### src/rtl/cgc_defs.svh
// Constants for the charge gauge counter: thresholds, timing, addresses.
// Assumes a 20 MHz core clock; included by the package and the core.
`ifndef CGC_DEFS_SVH
`define CGC_DEFS_SVH
`define CGC_CLK_MHZ 20
// ==========================================
// Sense thresholds, microvolts
`define CGC_ACT_UV 17'sd250
`define CGC_DISP_CHG_UV 17'sd500
`define CGC_DISP_DIS_UV 17'sd2000
`define CGC_OFS_H_UV 17'sd150
`define CGC_OFS_Z_UV 17'sd75
// ==========================================
// Counting
`define CGC_VALID_UPD 2'd2
`define CGC_FAST_CNT 2'd2
`define CGC_SD_PCT 23'd6
`define CGC_PCT_FULL 23'd100
`define CGC_DCR_MAX 16'hFFFF
`define CGC_EFF_FULL 8'd100
`define CGC_EFF_H_TRK {7'd80, 7'd75, 7'd70}
`define CGC_EFF_L_TRK {7'd85, 7'd80, 7'd75}
`define CGC_EFF_FAST {7'd95, 7'd90, 7'd85}
`define CGC_EFF_Z {7'd100, 7'd100, 7'd100}
`define CGC_DAY_S 32'd86400
`define CGC_SD_SH_H 5'd8
`define CGC_SD_SH_Z 5'd9
`define CGC_SD_SH_L 5'd11
`define CGC_SD_BAND_MAX 4'd7
// Temperature codes, 10 degree steps
`define CGC_TEMP_0C 4'h4
`define CGC_TEMP_30C 4'h7
`define CGC_TEMP_50C 4'h9
// ==========================================
// Serial line timing, microseconds
`define CGC_SAMPLE_US 100
`define CGC_BRK_US 190
`define CGC_BRK_REC_US 40
`define CGC_TX_RESP_US 100
`define CGC_TX_START_US 40
`define CGC_TX_STOP_US 160
`define CGC_SAMPLE_CYC (`CGC_SAMPLE_US * `CGC_CLK_MHZ)
`define CGC_BRK_CYC (`CGC_BRK_US * `CGC_CLK_MHZ)
`define CGC_BRK_REC_CYC (`CGC_BRK_REC_US * `CGC_CLK_MHZ)
`define CGC_TX_RESP_CYC (`CGC_TX_RESP_US * `CGC_CLK_MHZ)
`define CGC_TX_START_CYC (`CGC_TX_START_US * `CGC_CLK_MHZ)
`define CGC_TX_STOP_CYC (`CGC_TX_STOP_US * `CGC_CLK_MHZ)
// ==========================================
// Serial register addresses
`define CGC_ADR_FLAGS 7'h01
`define CGC_ADR_NACH 7'h03
`define CGC_ADR_ID 7'h04
`define CGC_ADR_NACL 7'h17
`define CGC_ADR_LMDH 7'h20
`define CGC_ADR_LMDL 7'h21
`define CGC_ADR_DCRH 7'h22
`define CGC_ADR_DCRL 7'h23
`define CGC_ID_RST 8'h00
`endif

### src/rtl/cgc_pkg.sv
// Types shared by the charge gauge counter and its bench.
// Assumes cgc_defs.svh sits beside it.
package cgc_pkg;
  `include "cgc_defs.svh"
  // Program pin level: high, floating, low
  typedef enum logic [1:0] {
    CGC_PROG_H = 2'b00,
    CGC_PROG_Z = 2'b01,
    CGC_PROG_L = 2'b10
  } cgc_prog_e;
  typedef struct packed {
    logic strobe;
    logic signed [15:0] uv;
  } cgc_sense_s;
  typedef struct packed {
    cgc_prog_e selfdis_rate_select;
    cgc_prog_e charge_comp_select;
    cgc_prog_e offset_comp_select;
    logic display_enable;
    logic [15:0] programmed_full_capacity;
  } cgc_cfg_s;
  typedef enum logic [2:0] {
    CGC_S_IDLE = 3'b000,
    CGC_S_LOW = 3'b001,
    CGC_S_BRK = 3'b010,
    CGC_S_REC = 3'b011,
    CGC_S_TXW = 3'b100,
    CGC_S_TX = 3'b101
  } cgc_ser_e;
endpackage

### src/rtl/cgc_top.sv
// Charge gauge counter core with its single-wire register port.
// Assumes converter counts arrive as strobes on clk_i; pins are async.
`timescale 1ns/1ps
`include "cgc_defs.svh"
module cgc_top #(
  parameter int unsigned SEC_CYC = 20_000_000,
  parameter int unsigned DISP_HOLD_CYC = 200_000_000,
  parameter int unsigned CYCB_MAX_CYC = 5000,
  parameter int unsigned TX_CYC_CYC = 4400
) (
  input wire logic clk_i,
  input wire logic rst_n_i,
  input wire cgc_pkg::cgc_sense_s sense_i,
  input wire cgc_pkg::cgc_cfg_s cfg_i,
  input wire logic [3:0] temp_code_i,
  input wire logic empty_warn_i,
  input wire logic full_charge_i,
  input wire logic serial_line_i,
  output logic serial_line_o,
  output logic serial_line_oe_o,
  output logic [15:0] avail_capacity_count_o,
  output logic [15:0] discharge_count_o,
  output logic [15:0] learned_capacity_o,
  output logic valid_discharge_flag_o,
  output logic charge_valid_o,
  output logic fast_charge_o,
  output logic empty_warn_o,
  output logic display_on_o
);
  import cgc_pkg::*;

  logic init_r, full_f_r, line_f_r, fast_r, chg_act_r, vdq_r, edv_r;
  logic edv_cold_r, chg_since_full_r, oe_r, line_o_r, disp_r, phase_r;
  logic [2:0] full_q_r, line_q_r;
  logic [15:0] nac_r, dcr_r, lmd_r, sd_cnt_r;
  logic [7:0] ch_acc_r, id_r, sh_r, cmd_r;
  logic [1:0] upd_r, sec_inc_r;
  logic [31:0] sec_r, sd_acc_r, hold_r;
  logic signed [16:0] v_last_r;
  logic [15:0] tcnt_r;
  logic [3:0] bitn_r;
  cgc_ser_e st_r;

  // ==========================================
  // Pin synchronisers
  always_ff @(posedge clk_i or negedge rst_n_i) begin
    if (!rst_n_i) begin
      full_q_r <= 3'h0;
      line_q_r <= 3'h7;
      full_f_r <= 1'b0;
      line_f_r <= 1'b1;
    end else begin
      full_q_r <= {full_q_r[1:0], full_charge_i};
      line_q_r <= {line_q_r[1:0], serial_line_i};
      if (full_q_r[1] == full_q_r[2]) full_f_r <= full_q_r[2];
      if (line_q_r[1] == line_q_r[2]) line_f_r <= line_q_r[2];
    end
  end

  // ==========================================
  // Sense classification and compensation
  logic signed [16:0] raw, vc, ofs;
  logic outside, chg_cnt, dis_cnt, chg_inc, sd_dec, valid_on, lmd_upd;
  logic [6:0] eff;
  logic [20:0] eff_set;
  logic [8:0] ch_sum;
  logic [4:0] sd_sh;
  logic [3:0] band;
  logic [31:0] sd_thr, sd_sum;
  logic [22:0] sd_lhs, sd_rhs;
  logic [15:0] lmd_floor;
  always_comb begin
    raw = 17'(sense_i.uv);
    unique case (cfg_i.offset_comp_select)
      CGC_PROG_H: ofs = `CGC_OFS_H_UV;
      CGC_PROG_Z: ofs = `CGC_OFS_Z_UV;
      default: ofs = 17'sd0;
    endcase
    outside = (raw > `CGC_ACT_UV) || (raw < -`CGC_ACT_UV);
    vc = outside ? 17'(raw + ofs) : raw;
    chg_cnt = sense_i.strobe && (vc > `CGC_ACT_UV);
    dis_cnt = sense_i.strobe && (vc < -`CGC_ACT_UV);
    // Efficiency in hundredths, picked by program, rate and temperature
    unique case (cfg_i.charge_comp_select)
      CGC_PROG_H: eff_set = fast_r ? `CGC_EFF_FAST : `CGC_EFF_H_TRK;
      CGC_PROG_L: eff_set = fast_r ? `CGC_EFF_FAST : `CGC_EFF_L_TRK;
      default: eff_set = `CGC_EFF_Z;
    endcase
    if (temp_code_i < `CGC_TEMP_30C) eff = eff_set[20:14];
    else if (temp_code_i < `CGC_TEMP_50C) eff = eff_set[13:7];
    else eff = eff_set[6:0];
    ch_sum = {1'b0, ch_acc_r} + {2'b00, eff};
    chg_inc = chg_cnt && (ch_sum >= {1'b0, `CGC_EFF_FULL});
    // Self-discharge: one count each time the AVAIL_CAPACITY_COUNT-weighted sum passes
    // the day length scaled by the band divisor
    if (temp_code_i <= `CGC_TEMP_0C) band = 4'd0;
    else if (temp_code_i - `CGC_TEMP_0C > `CGC_SD_BAND_MAX)
      band = `CGC_SD_BAND_MAX;
    else band = temp_code_i - `CGC_TEMP_0C;
    unique case (cfg_i.selfdis_rate_select)
      CGC_PROG_H: sd_sh = `CGC_SD_SH_H;
      CGC_PROG_Z: sd_sh = `CGC_SD_SH_Z;
      default: sd_sh = `CGC_SD_SH_L;
    endcase
    sd_thr = `CGC_DAY_S << (sd_sh - {1'b0, band});
    sd_sum = sd_acc_r + {16'h0000, nac_r};
    sd_dec = (sec_r == SEC_CYC - 1) && (sd_sum >= sd_thr);
    valid_on = chg_inc && chg_act_r && (upd_r == `CGC_VALID_UPD)
      && !charge_valid_o;
    sd_lhs = 23'(sd_cnt_r) * `CGC_PCT_FULL;
    sd_rhs = 23'(lmd_r) * `CGC_SD_PCT;
    lmd_upd = valid_on && edv_r && !chg_since_full_r && (sd_lhs < sd_rhs)
      && !edv_cold_r && vdq_r;
    lmd_floor = lmd_r - (lmd_r >> 2);
  end

  // ==========================================
  // Capacity, discharge and learned capacity counters
  always_ff @(posedge clk_i or negedge rst_n_i) begin
    if (!rst_n_i) begin
      init_r <= 1'b1;
      nac_r <= 16'h0000;
      lmd_r <= 16'h0000;
      dcr_r <= 16'h0000;
    end else begin
      init_r <= 1'b0;
      if (init_r) lmd_r <= cfg_i.programmed_full_capacity;
      else if (lmd_upd)
        lmd_r <= (dcr_r < lmd_floor) ? lmd_floor : dcr_r;
      if (init_r) nac_r <= 16'h0000;
      else if (full_f_r) nac_r <= lmd_r;
      else if (valid_on && edv_r) nac_r <= 16'h0000;
      else if (chg_inc) begin
        // Self-discharge tick under a capacity increment is dropped
        if (nac_r < lmd_r) nac_r <= nac_r + 16'h0001;
      end else if ((dis_cnt || sd_dec) && nac_r != 16'h0000)
        nac_r <= nac_r - 16'h0001;
      if (nac_r == lmd_r) dcr_r <= 16'h0000;
      else if ((dis_cnt || (sd_dec && !chg_inc && nac_r != 16'h0000))
        && dcr_r != `CGC_DCR_MAX)
        dcr_r <= dcr_r + 16'h0001;
    end
  end

  // ==========================================
  // Charge accumulator, rate, validity
  always_ff @(posedge clk_i or negedge rst_n_i) begin
    if (!rst_n_i) begin
      ch_acc_r <= 8'h00;
      sec_r <= 32'h0000_0000;
      sec_inc_r <= 2'h0;
      fast_r <= 1'b0;
      sd_acc_r <= 32'h0000_0000;
      upd_r <= 2'h0;
      chg_act_r <= 1'b0;
      charge_valid_o <= 1'b0;
    end else begin
      if (chg_cnt)
        ch_acc_r <= chg_inc ? 8'(ch_sum - {1'b0, `CGC_EFF_FULL})
                            : 8'(ch_sum);
      if (sec_r == SEC_CYC - 1) begin
        sec_r <= 32'h0000_0000;
        fast_r <= (sec_inc_r >= `CGC_FAST_CNT);
        sec_inc_r <= 2'h0;
        sd_acc_r <= sd_dec ? sd_sum - sd_thr : sd_sum;
      end else begin
        sec_r <= sec_r + 32'h0000_0001;
        if (chg_inc && sec_inc_r != 2'h3) sec_inc_r <= sec_inc_r + 2'h1;
      end
      // Activity ends on a count at or below threshold
      if (chg_cnt) chg_act_r <= 1'b1;
      else if (sense_i.strobe) chg_act_r <= 1'b0;
      if (sense_i.strobe && !chg_cnt) upd_r <= 2'h0;
      else if (chg_inc && upd_r != 2'h3) upd_r <= upd_r + 2'h1;
      if (valid_on) charge_valid_o <= 1'b1;
      else if (sense_i.strobe && !chg_cnt) charge_valid_o <= 1'b0;
    end
  end

  // ==========================================
  // Flags; a set in the same cycle as a clear wins
  always_ff @(posedge clk_i or negedge rst_n_i) begin
    if (!rst_n_i) begin
      vdq_r <= 1'b0;
      edv_r <= 1'b0;
      edv_cold_r <= 1'b0;
      chg_since_full_r <= 1'b0;
      sd_cnt_r <= 16'h0000;
    end else begin
      if (full_f_r || (dis_cnt && nac_r == lmd_r)) begin
        vdq_r <= 1'b1;
        sd_cnt_r <= 16'h0000;
      end else begin
        if (lmd_upd || valid_on || (sd_lhs >= sd_rhs && vdq_r)
          || (empty_warn_i && !edv_r && temp_code_i < `CGC_TEMP_0C))
          vdq_r <= 1'b0;
        if (sd_dec && !chg_inc && sd_cnt_r != 16'hFFFF)
          sd_cnt_r <= sd_cnt_r + 16'h0001;
      end
      if (empty_warn_i && !edv_r) begin
        edv_r <= 1'b1;
        edv_cold_r <= temp_code_i < `CGC_TEMP_0C;
      end else if (valid_on) edv_r <= 1'b0;
      if (valid_on) chg_since_full_r <= 1'b1;
      else if (nac_r == lmd_r) chg_since_full_r <= 1'b0;
    end
  end

  // ==========================================
  // Display hold
  always_ff @(posedge clk_i or negedge rst_n_i) begin
    if (!rst_n_i) begin
      v_last_r <= 17'sd0;
      hold_r <= 32'h0000_0000;
      disp_r <= 1'b0;
    end else begin
      if (sense_i.strobe) v_last_r <= vc;
      if (v_last_r < -`CGC_DISP_DIS_UV) hold_r <= DISP_HOLD_CYC;
      else if (hold_r != 32'h0000_0000) hold_r <= hold_r - 32'h0000_0001;
      disp_r <= cfg_i.display_enable && ((charge_valid_o
        && v_last_r > `CGC_DISP_CHG_UV)
        || v_last_r < -`CGC_DISP_DIS_UV || hold_r != 32'h0000_0000);
    end
  end

  // ==========================================
  // Serial port
  logic [7:0] rd_data, rx_byte;
  logic rx_bit;
  always_comb begin
    rx_bit = tcnt_r < 16'(`CGC_SAMPLE_CYC);
    rx_byte = {rx_bit, sh_r[7:1]};
    unique case (cmd_r[6:0])
      `CGC_ADR_FLAGS: rd_data = {charge_valid_o, init_r, 2'b00, vdq_r,
        fast_r, edv_r, 1'b0};
      `CGC_ADR_NACH: rd_data = nac_r[15:8];
      `CGC_ADR_NACL: rd_data = nac_r[7:0];
      `CGC_ADR_ID: rd_data = id_r;
      `CGC_ADR_LMDH: rd_data = lmd_r[15:8];
      `CGC_ADR_LMDL: rd_data = lmd_r[7:0];
      `CGC_ADR_DCRH: rd_data = dcr_r[15:8];
      `CGC_ADR_DCRL: rd_data = dcr_r[7:0];
      default: rd_data = 8'h00;
    endcase
  end

  always_ff @(posedge clk_i or negedge rst_n_i) begin
    if (!rst_n_i) begin
      st_r <= CGC_S_IDLE;
      tcnt_r <= 16'h0000;
      bitn_r <= 4'h0;
      sh_r <= 8'h00;
      cmd_r <= 8'h00;
      phase_r <= 1'b0;
      id_r <= `CGC_ID_RST;
      oe_r <= 1'b0;
      line_o_r <= 1'b0;
    end else begin
      line_o_r <= 1'b0;
      oe_r <= 1'b0;
      if (tcnt_r != 16'hFFFF) tcnt_r <= tcnt_r + 16'h0001;
      unique case (st_r)
        CGC_S_IDLE: begin
          if (!line_f_r) begin
            st_r <= CGC_S_LOW;
            tcnt_r <= 16'h0000;
          end else if (bitn_r != 4'h0 && tcnt_r >= 16'(CYCB_MAX_CYC)) begin
            bitn_r <= 4'h0;
            phase_r <= 1'b0;
          end
        end
        CGC_S_LOW: begin
          if (tcnt_r >= 16'(`CGC_BRK_CYC)) st_r <= CGC_S_BRK;
          else if (line_f_r) begin
            st_r <= CGC_S_IDLE;
            tcnt_r <= 16'h0000;
            sh_r <= rx_byte;
            bitn_r <= bitn_r + 4'h1;
            if (bitn_r == 4'h7) begin
              bitn_r <= 4'h0;
              if (!phase_r) begin
                cmd_r <= rx_byte;
                if (rx_byte[7]) phase_r <= 1'b1;
                else st_r <= CGC_S_TXW;
              end else begin
                phase_r <= 1'b0;
                if (cmd_r[6:0] == `CGC_ADR_ID) id_r <= rx_byte;
              end
            end
          end
        end
        CGC_S_BRK: if (line_f_r) begin
          st_r <= CGC_S_REC;
          tcnt_r <= 16'h0000;
        end
        CGC_S_REC: begin
          if (!line_f_r) st_r <= CGC_S_BRK;
          else if (tcnt_r >= 16'(`CGC_BRK_REC_CYC)) begin
            st_r <= CGC_S_IDLE;
            bitn_r <= 4'h0;
            phase_r <= 1'b0;
          end
        end
        CGC_S_TXW: if (tcnt_r >= 16'(`CGC_TX_RESP_CYC)) begin
          st_r <= CGC_S_TX;
          tcnt_r <= 16'h0000;
          sh_r <= rd_data;
        end
        CGC_S_TX: begin
          // Pull low only; the pull-up returns the line high
          oe_r <= (tcnt_r < 16'(`CGC_TX_START_CYC)) ||
            (!sh_r[0] && tcnt_r < 16'(`CGC_TX_STOP_CYC));
          if (tcnt_r >= 16'(TX_CYC_CYC - 1)) begin
            tcnt_r <= 16'h0000;
            sh_r <= {1'b0, sh_r[7:1]};
            bitn_r <= bitn_r + 4'h1;
            if (bitn_r == 4'h7) begin
              bitn_r <= 4'h0;
              st_r <= CGC_S_IDLE;
            end
          end
        end
        default: st_r <= CGC_S_IDLE;
      endcase
    end
  end

  // ==========================================
  // Outputs: register copies
  always_ff @(posedge clk_i or negedge rst_n_i) begin
    if (!rst_n_i) begin
      empty_warn_o <= 1'b0;
    end else begin
      empty_warn_o <= edv_r;
    end
  end
  assign serial_line_o = line_o_r;
  assign serial_line_oe_o = oe_r;
  assign avail_capacity_count_o = nac_r;
  assign discharge_count_o = dcr_r;
  assign learned_capacity_o = lmd_r;
  assign valid_discharge_flag_o = vdq_r;
  assign fast_charge_o = fast_r;
  assign display_on_o = disp_r;
endmodule

### config.mk
export PLATFORM = sky130hd
export DESIGN_NAME = cgc_top
export DESIGN_NICKNAME = d
export VERILOG_FILES = /design/src/rtl/cgc_pkg.sv /design/src/rtl/cgc_top.sv
export VERILOG_INCLUDE_DIRS = /design/src /design/src/rtl
export SDC_FILE = /design/constraint.sdc
export NUM_CORES = 1
export LEC_CHECK = 0
export ABC_AREA = 1
export BUFFER_PORTS_ARGS = -buffer_cell sky130_fd_sc_hd__buf_2
export CAP_MARGIN = 25
export CELL_PAD_IN_SITES_DETAIL_PLACEMENT = 1
export CELL_PAD_IN_SITES_GLOBAL_PLACEMENT = 1
export CORE_MARGIN = 5
export CORE_UTILIZATION = 25
export DETAILED_ROUTE_END_ITERATION = 8
export PLACE_DENSITY_LB_ADDON = 0.1
export SLEW_MARGIN = 0
export SYNTH_ARGS = -nofsm -noshare
export SYNTH_HDL_FRONTEND = slang
export SYNTH_SLANG_ARGS = --single-unit
### constraint.sdc
create_clock -name clk_i -period 13.1 [get_ports clk_i]
set_clock_uncertainty 0.2 [all_clocks]
set_input_delay 2.62 -clock clk_i [delete_from_list [all_inputs] [get_ports clk_i]]
set_output_delay 2.62 -clock clk_i [all_outputs]
set_load 0.03 [all_outputs]
# After elaboration in Yosys (flattened, before gate mapping)
# Cells that the tools add are included.
dict set report classes {
  add_sub_neg 18
  mul 2
  div 0
  magnitude_cmp 26
  n_eq_ne 42
  shifts 1
  mux 88
  bitwise 2
  n_reduce_logical 74
}
# cell count
set ops {}
lappend ops {{$mux 16} 19}
lappend ops {{$mux 32} 4}
lappend ops {{$pmux 16 s5} 1}
lappend ops {{$add 16x1->16 const B} 4}
lappend ops {{$pmux 8 s8} 1}
lappend ops {{$ne 16x16->1 const B} 3}
lappend ops {{$mux 4} 10}
lappend ops {{$mux 8} 5}
lappend ops {{$pmux 20 s2} 1}
lappend ops {{$mux 18} 2}
lappend ops {{$mux 3} 12}
lappend ops {{$add 32x1->32 const B} 1}
lappend ops {{$add 32x16->32} 1}
lappend ops {{$eq 32x25->1 const B} 1}
lappend ops {{$ge 16x13->1 const B} 2}
lappend ops {{$ge 32x32->1} 1}
lappend ops {{$lt 16x16->1} 2}
lappend ops {{$reduce_bool 32->1} 1}
lappend ops {{$shl 17x5->32 const A} 1}
lappend ops {{$sub 32x1->32 const B} 1}
lappend ops {{$sub 32x32->32} 1}
lappend ops {{$eq 7x6->1 const B} 4}
lappend ops {{$logic_and 1x1->1} 28}
lappend ops {{$ne 2x2->1 const B} 14}
lappend ops {{70 further kinds} 133}
dict set report totals {
  reg_bits 255
  latch_bits 0
  mem_bits_rw 0
  rom_bits 0
  in_bits 49
  out_inout_bits 55
  word_cells 286
  n_memories 0
}

# Longest topological paths before layout
# Gate-level depths: netlist (run 1).
dict set report logic_depth {
  depth_word 20
  mapped_depth 38
  mapped_depth_nobuf 37
}

# Least setup slack after synthesis (run 1)
# Ideal clock, no wire load.
dict set report synth_timing {
  path_kind {in2reg}
  from {input port temp_code_i[3]}
  to {register nac_r[14] (netlist: avail_capacity_count_o[14])}
  setup_ps 83
  arrival_ps 7182
  required_ps 12817
  slack_ps 5635
  path_stages 31
  path_buffers 1
  cell_sequence {inv_1 > ha_1 > inv_1 > o31ai_1 > nand2_1 > mux2i_1 > inv_1 > ha_1 > fa_1 > nand3_1 > nand2_1 > nand2_1 > inv_1 > o21ai_0 > nand2_1 > xor2_1 > nor2_1 > o21ai_0 > nand3_1 > nand4_4 > buf_6 > ha_1 > nand2_1 > o21ai_0 > nand3_1 > o2111ai_1 > a21oi_1 > o21ai_0 > xnor2_1 > o21a_1 > o21ai_0}
}
dict set report synth_via {
  elab_chain_len 13
  elab_cells_between_ends 29
  classes_between {add/sub: 3; order compare: 6; eq/ne: 1; shift: 1; mux: 8; reduce/logical: 10}
}
# item line_no
set synth_lines {}
lappend synth_lines {{start: declaration} cgc_top.sv:15} ;# input wire logic [3:0] temp_code_i,
lappend synth_lines {{parallel branches: the longest is 13 deep, another holds $ge 32x32->1} n/a}
lappend synth_lines {{end signal: assignment} cgc_top.sv:131} ;# else if (full_f_r) nac_r <= lmd_r;
lappend synth_lines {{end signal: assignment} cgc_top.sv:135} ;# if (nac_r < lmd_r) nac_r <= nac_r + 16'h0001;
lappend synth_lines {{end signal: assignment} cgc_top.sv:137} ;# nac_r <= nac_r - 16'h0001;
lappend synth_lines {{end: declaration} cgc_top.sv:35} ;# logic [15:0] nac_r, dcr_r, lmd_r, sd_cnt_r;
# Several ways; the timed one is not identified.
# A chain may end at the register's enable or synchronous reset.

# Final worst setup path (run 1)
# Ends and elaborated chain as after synthesis.

==> summary.txt, run 1 <==
Cells and area
  – Sequential cell area: 0.00639 mm2
  – Area Growth Syn to Fin: 13.6%
  – Layout cells sized above 1: 0.0803
  – Fill cells: 10900
  – Non-filler cells, final: 4368
  – Multi-input logic area: 0.0136 mm2
  – Nets: 3462

Floorplan
  – Initial core utilization: 0.251
  – Die X-Extent: 307 um
  – Row cnt: 109
  – Die height: 307 um
  – Core ar.: 0.0880 mm2
  – Die area: 0.0944 mm2
  – Ports: 104

Yosys
  – Post-synth ARST share: 1.00
  – Post-synth cell types: 68
  – Mux cell area share after synthesis: 0.000453
  – Cell Area, Synth: 0.0221 mm2
  – Post-synth top flop: dfrtp_1
  – Post-synthesis sequential area ratio: 0.289
  – #FFs+latches synth: 255
  – Area share of fa/ha/maj cells after synthesis: 0.140
  – Mapped Avg Cell Area: 7.17 um2
  – Syn. warnings: 0
  – Post-synthesis simple-gate area fraction: 0.251
  – Area leader, netlist: dfrtp_1
  – Compound-Gate Fraction of Synth Area: 0.165
  – Synth Area in XOR/XNOR: 0.0579
  – Synth area leaders: dfrtp_1 28%, ha_1 12%, nand2_1 10%
  – Mapped Cells: 3078
  – Largest family of logic cells by synthesized area: simple AND/OR/NAND/NOR gates
  – Yosys top cell area share: 0.283
  – EDFF count, synth: 0

Detailed routing
  – Residual DRC: 0
  – Antenna-violating nets left: 0
  – Iteration-0 DRC count of the detailed router: 1230
  – 1st-pass router iterations: 4
  – Via count: 20900
  – Routed WL: 80500 um
  – Routed wire per std cell: 18.4 um
  – Vias per cell: 4.79

Clock tree
  – CTS hold repair buffers: 0
  – Resized Gates After CTS: 0
  – Root Driver: clkbuf_16
  – Max Buffers Root-to-Sink: 3
  – Clk pin slew, worst setup/hold paths: 0.06 ns
  – CTS tree: built
  – Clk_lat worst skew: 0.55 ns
  – # H-tree levels: 2
  – CTS buffer count: 37
  – # clock sinks: 255
  – Post-CTS setup buffers: 0

Flow run
  – # Max-Cap Violations: 0

STA
  – Relative slew margins: 0.385
  – Finish-stage setup viols: 0
  – Tcrit/Tclk final: 0.642
  – Max-slew violations: 0
  – Worst-Margin Slew: 0.920 ns
  – Max Clk Rate: 0.119 GHz
  – Final min period: 8.41 ns
  – Final Hold Vio Count: 0
  – Hold WS: 0.157 ns
  – Setup TNS: 0 ns
  – RSZ-0062 raised after global routing: false

Setup path
  – Slowest CP cell: o31ai_1
  – CP Max Fanout: 29
  – Slowest cell delay on critical path: 0.66 ns
  – Critical Path Sink Type: flop
  – Cells on worst reg2reg path: 28
  – Startpoint types: input pin
  – Critical path required time: 13.36 ns
  – CP Class: in2reg
  – Arr. time, crit path: 8.67 ns

Worst hold path
  – Hold depth: 0
  – Min-Delay Path Class: reg2reg

Power
  – Pwr Density: 194 mW/mm2
  – Lkg Pwr: 12.4 nW
  – Peak VDD IR: 0.000116 V

Placed design
  – GPL Wtd Cong: 0.833
  – Number of instances in the placed design: 4304
  – I/O Buffers: 102
  – Post-DP HPWL: 64100 um

Global route
  – Largest net degree at the start of global routing: 91
  – Met1 usage: 0.228
  – M3 GR Usage: 0.0208
  – First-pass GRT wire length: 127000 um
  – Antenna violations before repair: 2
  – GRT Residual Overflow: 0
  – Global-route usage over all layers: 0.167
  – GRT Max-Usage Layer: met2
  – Vias in the first global route: 22300
  – GR met2 Demand/Resource: 0.286

Run status
  – Outcome: complete, no violations
[flip-flops by register name, summed over array words and instances, names as in the netlist, 16 cells and up]
signal and flops:
hold_r 32, sd_acc_r 32, sec_r 32, v_last_r 17, avail_capacity_count_o 16, discharge_count_o 16
learned_capacity_o 16, sd_cnt_r 16, tcnt_r 16
[per-layer routing]
layer | up-vias | routed length, um
met1 | 10100 | 38600
met3 | 75 | 2450
met4 | 2 | 1510
met2 | 231 | 37900
li1 | 10500 | -
met5 | - | 13
[worst paths after layout]
path	to	from	slack (ns)
max	avail_capacity_count_o[14]	temp_code_i[3]	4.69
min	line_q_r[1]	line_q_r[0]	0.16
max reg2reg	avail_capacity_count_o[2]	avail_capacity_count_o[0]	6.13
min reg2reg	line_q_r[1]	line_q_r[0]	0.16
max in group asynchronous	tcnt_r[15]	rst_n_i	9.40
min in group asynchronous	learned_capacity_o[15]	rst_n_i	1.89
[layout make-up]
| cell class | count | share of cell area |
|---|---|---|
| diodes | 1 | 0.0000998 |
| repair buffers | 111 | 0.0234 |
| multi-input cells | 2282 | 0.542 |
| clock inverters | 12 | 0.00504 |
| flip-flops and latches | 255 | 0.255 |
| inverters | 491 | 0.0735 |
| well taps | 1165 | 0.0581 |
| clock buffers | 51 | 0.0430 |
[per-stage QoR]
step | worst slack [ns] | instance area [um2] | util | power, mW
after floorplan | 5.64 | 22100 | - | 3.02
after global placement | 4.24 | 23900 | 0.271 | 3.84
after detailed placement | 4.04 | 23900 | 0.271 | 3.89
after CTS | 4.59 | 25100 | 0.285 | 4.95
after global routing | 3.92 | 25100 | 0.285 | 5.33
final | 4.69 | 25100 | 0.285 | 4.88
[worst max-delay path: cells and delay by family]
kind                       cells  cell delay [ns]
xor gates and xnor gates       2             0.27
muxes                          1             0.19
and+or+nand+nor               10             1.59
adders and majority gates      4             1.44
buffers and inverters          5             0.40
AOI/OAI and AO/OA              9             2.15
[where the power goes]
part	internal [mW]	switching (mW)	total (mW)
Sequential	0.900	0.235	1.13
Clock	0.613	0.398	1.01
Combinational	0.960	1.77	2.73
[Yosys cell counts, drive strengths merged (6+ instances only)]
cell,instances
nand2,609
inv,490
nor2,293
o21ai,258
dfrtp,250
ha,217
a21oi,207
nand3,189
xor2,107
nor3,69
nand4,47
xnor2,39
clkbuf,36
nor4,33
o22ai,31
o211ai,22
fa,18
a31oi,17
buf,15
o21bai,15
a21o,14
a211oi,12
o31ai,12
o21a,11
o41ai,8
o221ai,7
or2,6
[cell families (layout without fill, tap and decap cells)]
family | after synthesis | in the layout
simple gates | 1257 | 1257
compound gates | 639 | 639
buf+inv | 542 | 665
flops | 255 | 255
fa+ha+maj | 237 | 237
xor+xnor | 146 | 146
other cells | 1 | 3
mux | 1 | 1
[layout by cell type (no fill, tap or decap), drive strengths merged, types with 69 or more instances in the layout]
master | Yosys | layout
nor2 | 293 | 293
nand3 | 189 | 189
a21oi | 207 | 207
buf | 15 | 111
xor2 | 107 | 107
inv | 490 | 492
dfrtp | 250 | 250
nand2 | 609 | 609
nor3 | 69 | 69
o21ai | 258 | 258
ha | 217 | 217
(Power assumes the default switching activity.)
==> run 2, diff against run 1 <==
--- a/config.mk
+++ b/config.mk
@@ -6,7 +6,7 @@
 export SDC_FILE = /design/constraint.sdc
 export NUM_CORES = 1
 export LEC_CHECK = 0
-export ABC_AREA = 1
+export ABC_AREA = 0
 export BUFFER_PORTS_ARGS = -buffer_cell sky130_fd_sc_hd__buf_2
 export CAP_MARGIN = 25
 export CELL_PAD_IN_SITES_DETAIL_PLACEMENT = 1
==> constraint.sdc (replaced) <==
create_clock -name clk_i -period 8.13 [get_ports clk_i]
set_clock_uncertainty 0.2 [all_clocks]
set_input_delay 1.626 -clock clk_i [delete_from_list [all_inputs] [get_ports clk_i]]
set_output_delay 1.626 -clock clk_i [all_outputs]
set_load 0.03 [all_outputs]
==> summary.txt, run 2 <==
Run status
  – Outcome: complete, no violations

Global route
  – Antenna violations before repair: 3
  – Vias in the first global route: 20100
  – GRT Residual Overflow: 0
  – First-pass GRT wire length: 119000 um
  – Largest net degree at the start of global routing: 89
  – Global-route usage over all layers: 0.164

Yosys
  – Area share of fa/ha/maj cells after synthesis: 0.145
  – Post-synth top flop: dfrtp_1
  – Yosys top cell area share: 0.294
  – Syn. warnings: 0
  – Area leader, netlist: dfrtp_1
  – #FFs+latches synth: 255
  – Post-synth ARST share: 1.00
  – Post-synthesis sequential area ratio: 0.300
  – Synth area leaders: dfrtp_1 29%, ha_1 13%, xnor2_1 5.4%
  – Mapped Cells: 2487
  – Most frequent cell after synthesis: dfrtp_1
  – EDFF count, synth: 0
  – Mapped Avg Cell Area: 8.56 um2
  – Synth Area in XOR/XNOR: 0.0819
  – Synth cell count leaders: 250 x dfrtp_1, 244 x nand2_1, 217 x ha_1
  – Mux cell area share after synthesis: 0.0402
  – Post-synthesis simple-gate area fraction: 0.191
  – Post-synth cell types: 92
  – Cell Area, Synth: 0.0213 mm2
  – Largest family of logic cells by synthesized area: compound AO/OA/AOI/OAI gates
  – Compound-Gate Fraction of Synth Area: 0.195

Flow run
  – # Max-Cap Violations: 0

Clock tree
  – CTS buffer count: 37
  – Post-CTS setup buffers: 0
  – Resized Gates After CTS: 0
  – CTS tree: built
  – Max Buffers Root-to-Sink: 3
  – CTS hold repair buffers: 0
  – Clk_lat worst skew: 0.57 ns
  – # H-tree levels: 2
  – Clk pin slew, worst setup/hold paths: 0.06 ns
  – # clock sinks: 255
  – Root Driver: clkbuf_16

Cells and area
  – Non-filler cells, final: 3775
  – Fill cells: 9988
  – Most frequent cells in the layout: 250 x dfrtp_1, 244 x nand2_1, 217 x ha_1
  – Biggest regs: hold_r x32, sd_acc_r x32, sec_r x32
  – Area Growth Syn to Fin: 16.0%
  – Post-Layout Inst Area: 0.0247 mm2
  – Nets: 2889
  – Most common cell after layout, fill and taps aside: dfrtp_1
  – Layout cells sized above 1: 0.114
  – Final Core Density: 0.291

Power
  – Sw frac: 0.434
  – Pwr Density: 279 mW/mm2
  – Lkg Pwr: 11.3 nW
  – Clock network fraction of design power: 0.247
  – Internal power: 3.90 mW
  – Reg power frac: 0.262
  – Peak VDD IR: 0.000160 V
  – Total power: 6.88 mW
  – NetSw: 2.98 mW
  – Comb power frac: 0.491

Setup path
  – Critical Path Sink Type: flop
  – CP Launch Point: temp_code_i[3]
  – Arr. time, crit path: 7.81 ns
  – Startpoint types: input pin
  – Slowest cell delay on critical path: 0.42 ns
  – Slowest CP cell: a2111oi_1
  – R2R setup slack: 0.71 ns
  – Worst r2r src: avail_capacity_count_o[2]
  – Worst Setup EP: avail_capacity_count_o[15]
  – Cells on worst reg2reg path: 21
  – CP Class: in2reg
  – Critical path required time: 8.41 ns
  – Worst r2r dst: sd_cnt_r[9]
  – Most frequent cell on the critical path: a31oi_1
  – CP Max Fanout: 4

Placed design
  – Number of instances in the placed design: 3706
  – I/O Buffers: 102
  – Setup WS pre-CTS: -0.0462 ns
  – Placed cell areas: 0.0234 mm2
  – Post-DP HPWL: 57900 um
  – GPL Wtd Cong: 0.806

STA
  – Relative slew margins: 0.353
  – Worst-Margin Slew: 0.946 ns
  – Final Hold Vio Count: 0
  – Final min period: 7.53 ns
  – Max-slew violations: 0
  – RSZ-0062 raised after global routing: false
  – Max Clk Rate: 0.133 GHz
  – Tcrit/Tclk final: 0.926
  – Final WS setup: 0.601 ns
  – Finish-stage setup viols: 0

Worst hold path
  – Min-Delay Path Class: reg2reg

Floorplan
  – Die height: 302 um
  – Row cnt: 107
  – Ports: 104
  – Die X-Extent: 302 um
  – Die area: 0.0911 mm2
  – Initial core utilization: 0.251
  – Core ar.: 0.0849 mm2

Detailed routing
  – 1st-pass router iterations: 5
  – Residual DRC: 0
  – Routed WL: 75500 um
  – Via count: 18900
  – Routed wire per std cell: 20.0 um
  – Vias per cell: 5.01
  – Antenna-violating nets left: 0
  – Iteration-0 DRC count of the detailed router: 861
[run 2: cell count changes in the layout (fill, tap and decap cells not counted), moves of 76 or more]
cell     change
xnor2_1     +91
nand2_1    -344
nand3_1     -99
nor2_1      -76
o21ai_0     -95
inv_1      -321
[run 2: power groups by stage]
stage          clock network (mW)  logic (mW)  registers (mW)
4_1_cts                      1.78        3.42            1.80
2_1_floorplan                   0        2.29            1.79
3_3_place_gp                    0        3.33            1.82
3_5_place_dp                    0        3.39            1.83
6_report                     1.70        3.38            1.80
5_1_grt                      1.81        3.80            1.83
[run 2: final cells by class]
cell class                      instances  area [um2]  share of cell area
Multi-Input combinational cell       1983       14000               0.566
Sequential cell                       255        6390               0.259
Tap cell                             1144        1430              0.0580
Timing Repair Buffer                  169        1050              0.0426
Clock buffer                           49        1040              0.0422
Inverter                              159         597              0.0242
Clock inverter                         15         205             0.00831
Antenna cell                            1        2.50            0.000101
[run 2: how the worst min path moves through the flow]
stage	startpoint	end	slack [ns]	depth (start not counted)
6_report	line_q_r[0]	line_q_r[1]	0.15	0
5_1_grt	line_q_r[0]	line_q_r[1]	0.16	0
4_1_cts	line_q_r[0]	line_q_r[1]	0.15	0
3_5_place_dp	line_q_r[0]	line_q_r[1]	0.15	0
3_3_place_gp	full_q_r[0]	full_q_r[1]	0.14	0
2_1_floorplan	full_q_r[0]	full_q_r[1]	0.13	0
[run 2: logic make-up after synthesis]
family                   after synthesis
flip-flops                           255
AO/OA/AOI/OAI                        628
adder cells (fa/ha/maj)              237
AND/OR/NAND/NOR                      836
other                                  1
buffers and inverters                250
multiplexers                          81
XOR/XNOR                             199
[run 2: stage by stage]
| stage | TNS [ns] | hold WS [ns] |
|---|---|---|
| finish | 0 | 0.152 |
| global route | 0 | 0.157 |
| CTS | 0 | 0.153 |
| detailed placement | -0.0462 | 0.147 |
| global placement | 0 | 0.139 |
| floorplan | 0 | 0.131 |
[run 2: routing by layer]
layer  track usage  up-vias  wire, um
li1              -     9186         -
met1         0.224     9439     36300
met2         0.277      185     35500
met3        0.0224       84      2030
met4        0.0381        4      1660
met5             0        -        21
[run 2: critical path: cells and delay by family]
kind,cells,cell delay (ns)
xor gates and xnor gates,2,0.27
AOI/OAI and AO/OA,15,3.29
and+or+nand+nor,6,1.20
buffers and inverters,3,0.39
adders and majority gates,4,1.03
==> run 3, diff against run 2 <==
==> constraint.sdc (replaced) <==
create_clock -name clk_i -period 8.89 [get_ports clk_i]
set_clock_uncertainty 0.2 [all_clocks]
set_input_delay 1.778 -clock clk_i [delete_from_list [all_inputs] [get_ports clk_i]]
set_output_delay 1.778 -clock clk_i [all_outputs]
set_load 0.03 [all_outputs]
==> summary.txt, run 3 (synthesis results as in run 2) <==
Global route
  – First-pass GRT wire length: 117000 um
  – Antenna violations before repair: 1
  – Vias in the first global route: 19900
  – Largest net degree at the start of global routing: 140
  – GRT Residual Overflow: 0
  – Global-route usage over all layers: 0.161

Setup path
  – Cells on worst reg2reg path: 22
  – Most frequent cell on the critical path: a31oi_1
  – CP Max Fanout: 7
  – Slowest CP cell: a2111oi_0
  – Slowest cell delay on critical path: 0.69 ns
  – Critical path required time: 9.18 ns
  – Arr. time, crit path: 8.55 ns
  – Critical Path Sink Type: flop
  – CP Class: in2reg
  – Startpoint types: input pin

Power
  – Peak VDD IR: 0.000140 V
  – Pwr Density: 252 mW/mm2
  – Lkg Pwr: 11.1 nW

STA
  – Relative slew margins: 0.291
  – Max-slew violations: 0
  – Worst-Margin Slew: 1.06 ns
  – Setup TNS: 0 ns
  – Tcrit/Tclk final: 0.929
  – Max Clk Rate: 0.121 GHz
  – Final min period: 8.26 ns
  – Final Hold Vio Count: 0
  – RSZ-0062 raised after global routing: false
  – Finish-stage setup viols: 0
  – Hold WS: 0.156 ns

Cells and area
  – Area Growth Syn to Fin: 15.0%
  – Biggest regs: hold_r x32, sd_acc_r x32, sec_r x32
  – Multi-input logic area: 0.0140 mm2
  – Post-Layout Inst Area: 0.0245 mm2
  – Antenna diode count: 0
  – Sequential cell area: 0.00639 mm2
  – Fill cells: 10000
  – Most frequent cells in the layout: 250 x dfrtp_1, 244 x nand2_1, 217 x ha_1
  – Most common cell after layout, fill and taps aside: dfrtp_1
  – Nets: 2863
  – Layout cells sized above 1: 0.105

Worst hold path
  – Min-Delay Path Class: reg2reg
  – Hold depth: 0

Placed design
  – Post-DP HPWL: 57000 um
  – Placed cell areas: 0.0232 mm2
  – GPL Wtd Cong: 0.805
  – I/O Buffers: 102

Clock tree
  – Post-CTS setup buffers: 0
  – Root Driver: clkbuf_16
  – CTS tree: built
  – Clk pin slew, worst setup/hold paths: 0.06 ns
  – CTS buffer count: 38
  – # clock sinks: 255
  – Resized Gates After CTS: 0
  – Clk_lat worst skew: 0.57 ns
  – CTS hold repair buffers: 0
  – Max Buffers Root-to-Sink: 3
  – # H-tree levels: 2

Detailed routing
  – Vias per cell: 5.01
  – Residual DRC: 0
  – Routed WL: 74400 um
  – Routed wire per std cell: 19.8 um
  – 1st-pass router iterations: 5
  – Antenna-violating nets left: 0
  – Iteration-0 DRC count of the detailed router: 805
  – Via count: 18800

Floorplan
  – Die area: 0.0911 mm2
  – Ports: 104
  – Initial core utilization: 0.251
  – Die height: 302 um
  – Core ar.: 0.0849 mm2
  – Die X-Extent: 302 um
  – Row cnt: 107

Flow run
  – # Max-Cap Violations: 0

Run status
  – Outcome: complete, no violations
[run 3: per-stage QoR]
stage                     worst slack (ns)   util  power [mW]  std cells
after floorplan                      0.761      -        3.73       2488
after global placement               0.173  0.273        4.65       3681
after detailed placement            0.0559  0.273        4.71       3682
after CTS                            0.649  0.288        6.30       3751
after global routing                0.0823  0.288        6.70       3752
final                                0.630  0.288        6.18       3752
[run 3: per-layer routing]
layer | track usage | up-vias | routed length, um | part of all wire
li1 | - | 9134 | - | -
met1 | 0.220 | 9384 | 36100 | 0.48
met2 | 0.273 | 204 | 34900 | 0.47
met3 | 0.0204 | 80 | 1820 | 0.024
met4 | 0.0374 | 0 | 1580 | 0.021
met5 | 0 | - | 0 | 0
[run 3: worst max-delay path, delay by kind of cell]
kind	cells	cell delay (ns)
buffers and inverters	2	0.23
and+or+nand+nor	5	1.09
adders and majority gates	4	1.19
xor gates and xnor gates	2	0.31
AOI/OAI and AO/OA	16	3.95
[run 3: final cells by class]
class / count / share of cell area
inverter: 159 / 0.0244
clock inverter: 14 / 0.00511
sequential: 255 / 0.261
multi-input combinational: 1983 / 0.570
tap: 1144 / 0.0585
timing repair buffer: 142 / 0.0350
clock buffer: 55 / 0.0456
[run 3: final timing paths]
kind                                            from                    endpoint  slack (ns)
max in group asynchronous                    rst_n_i                sd_acc_r[19]        6.23
setup reg to reg           avail_capacity_count_o[1]                 sd_cnt_r[9]        1.45
hold / removal                           line_q_r[0]                 line_q_r[1]        0.16
hold reg to reg                          line_q_r[0]                 line_q_r[1]        0.16
min in group asynchronous                    rst_n_i       learned_capacity_o[9]        0.99
setup / recovery                      temp_code_i[3]  avail_capacity_count_o[15]        0.63
[run 3: where the power goes]
group | internal, mW | switching, mW
logic | 1.24 | 1.78
registers | 1.32 | 0.317
clock network | 0.903 | 0.614
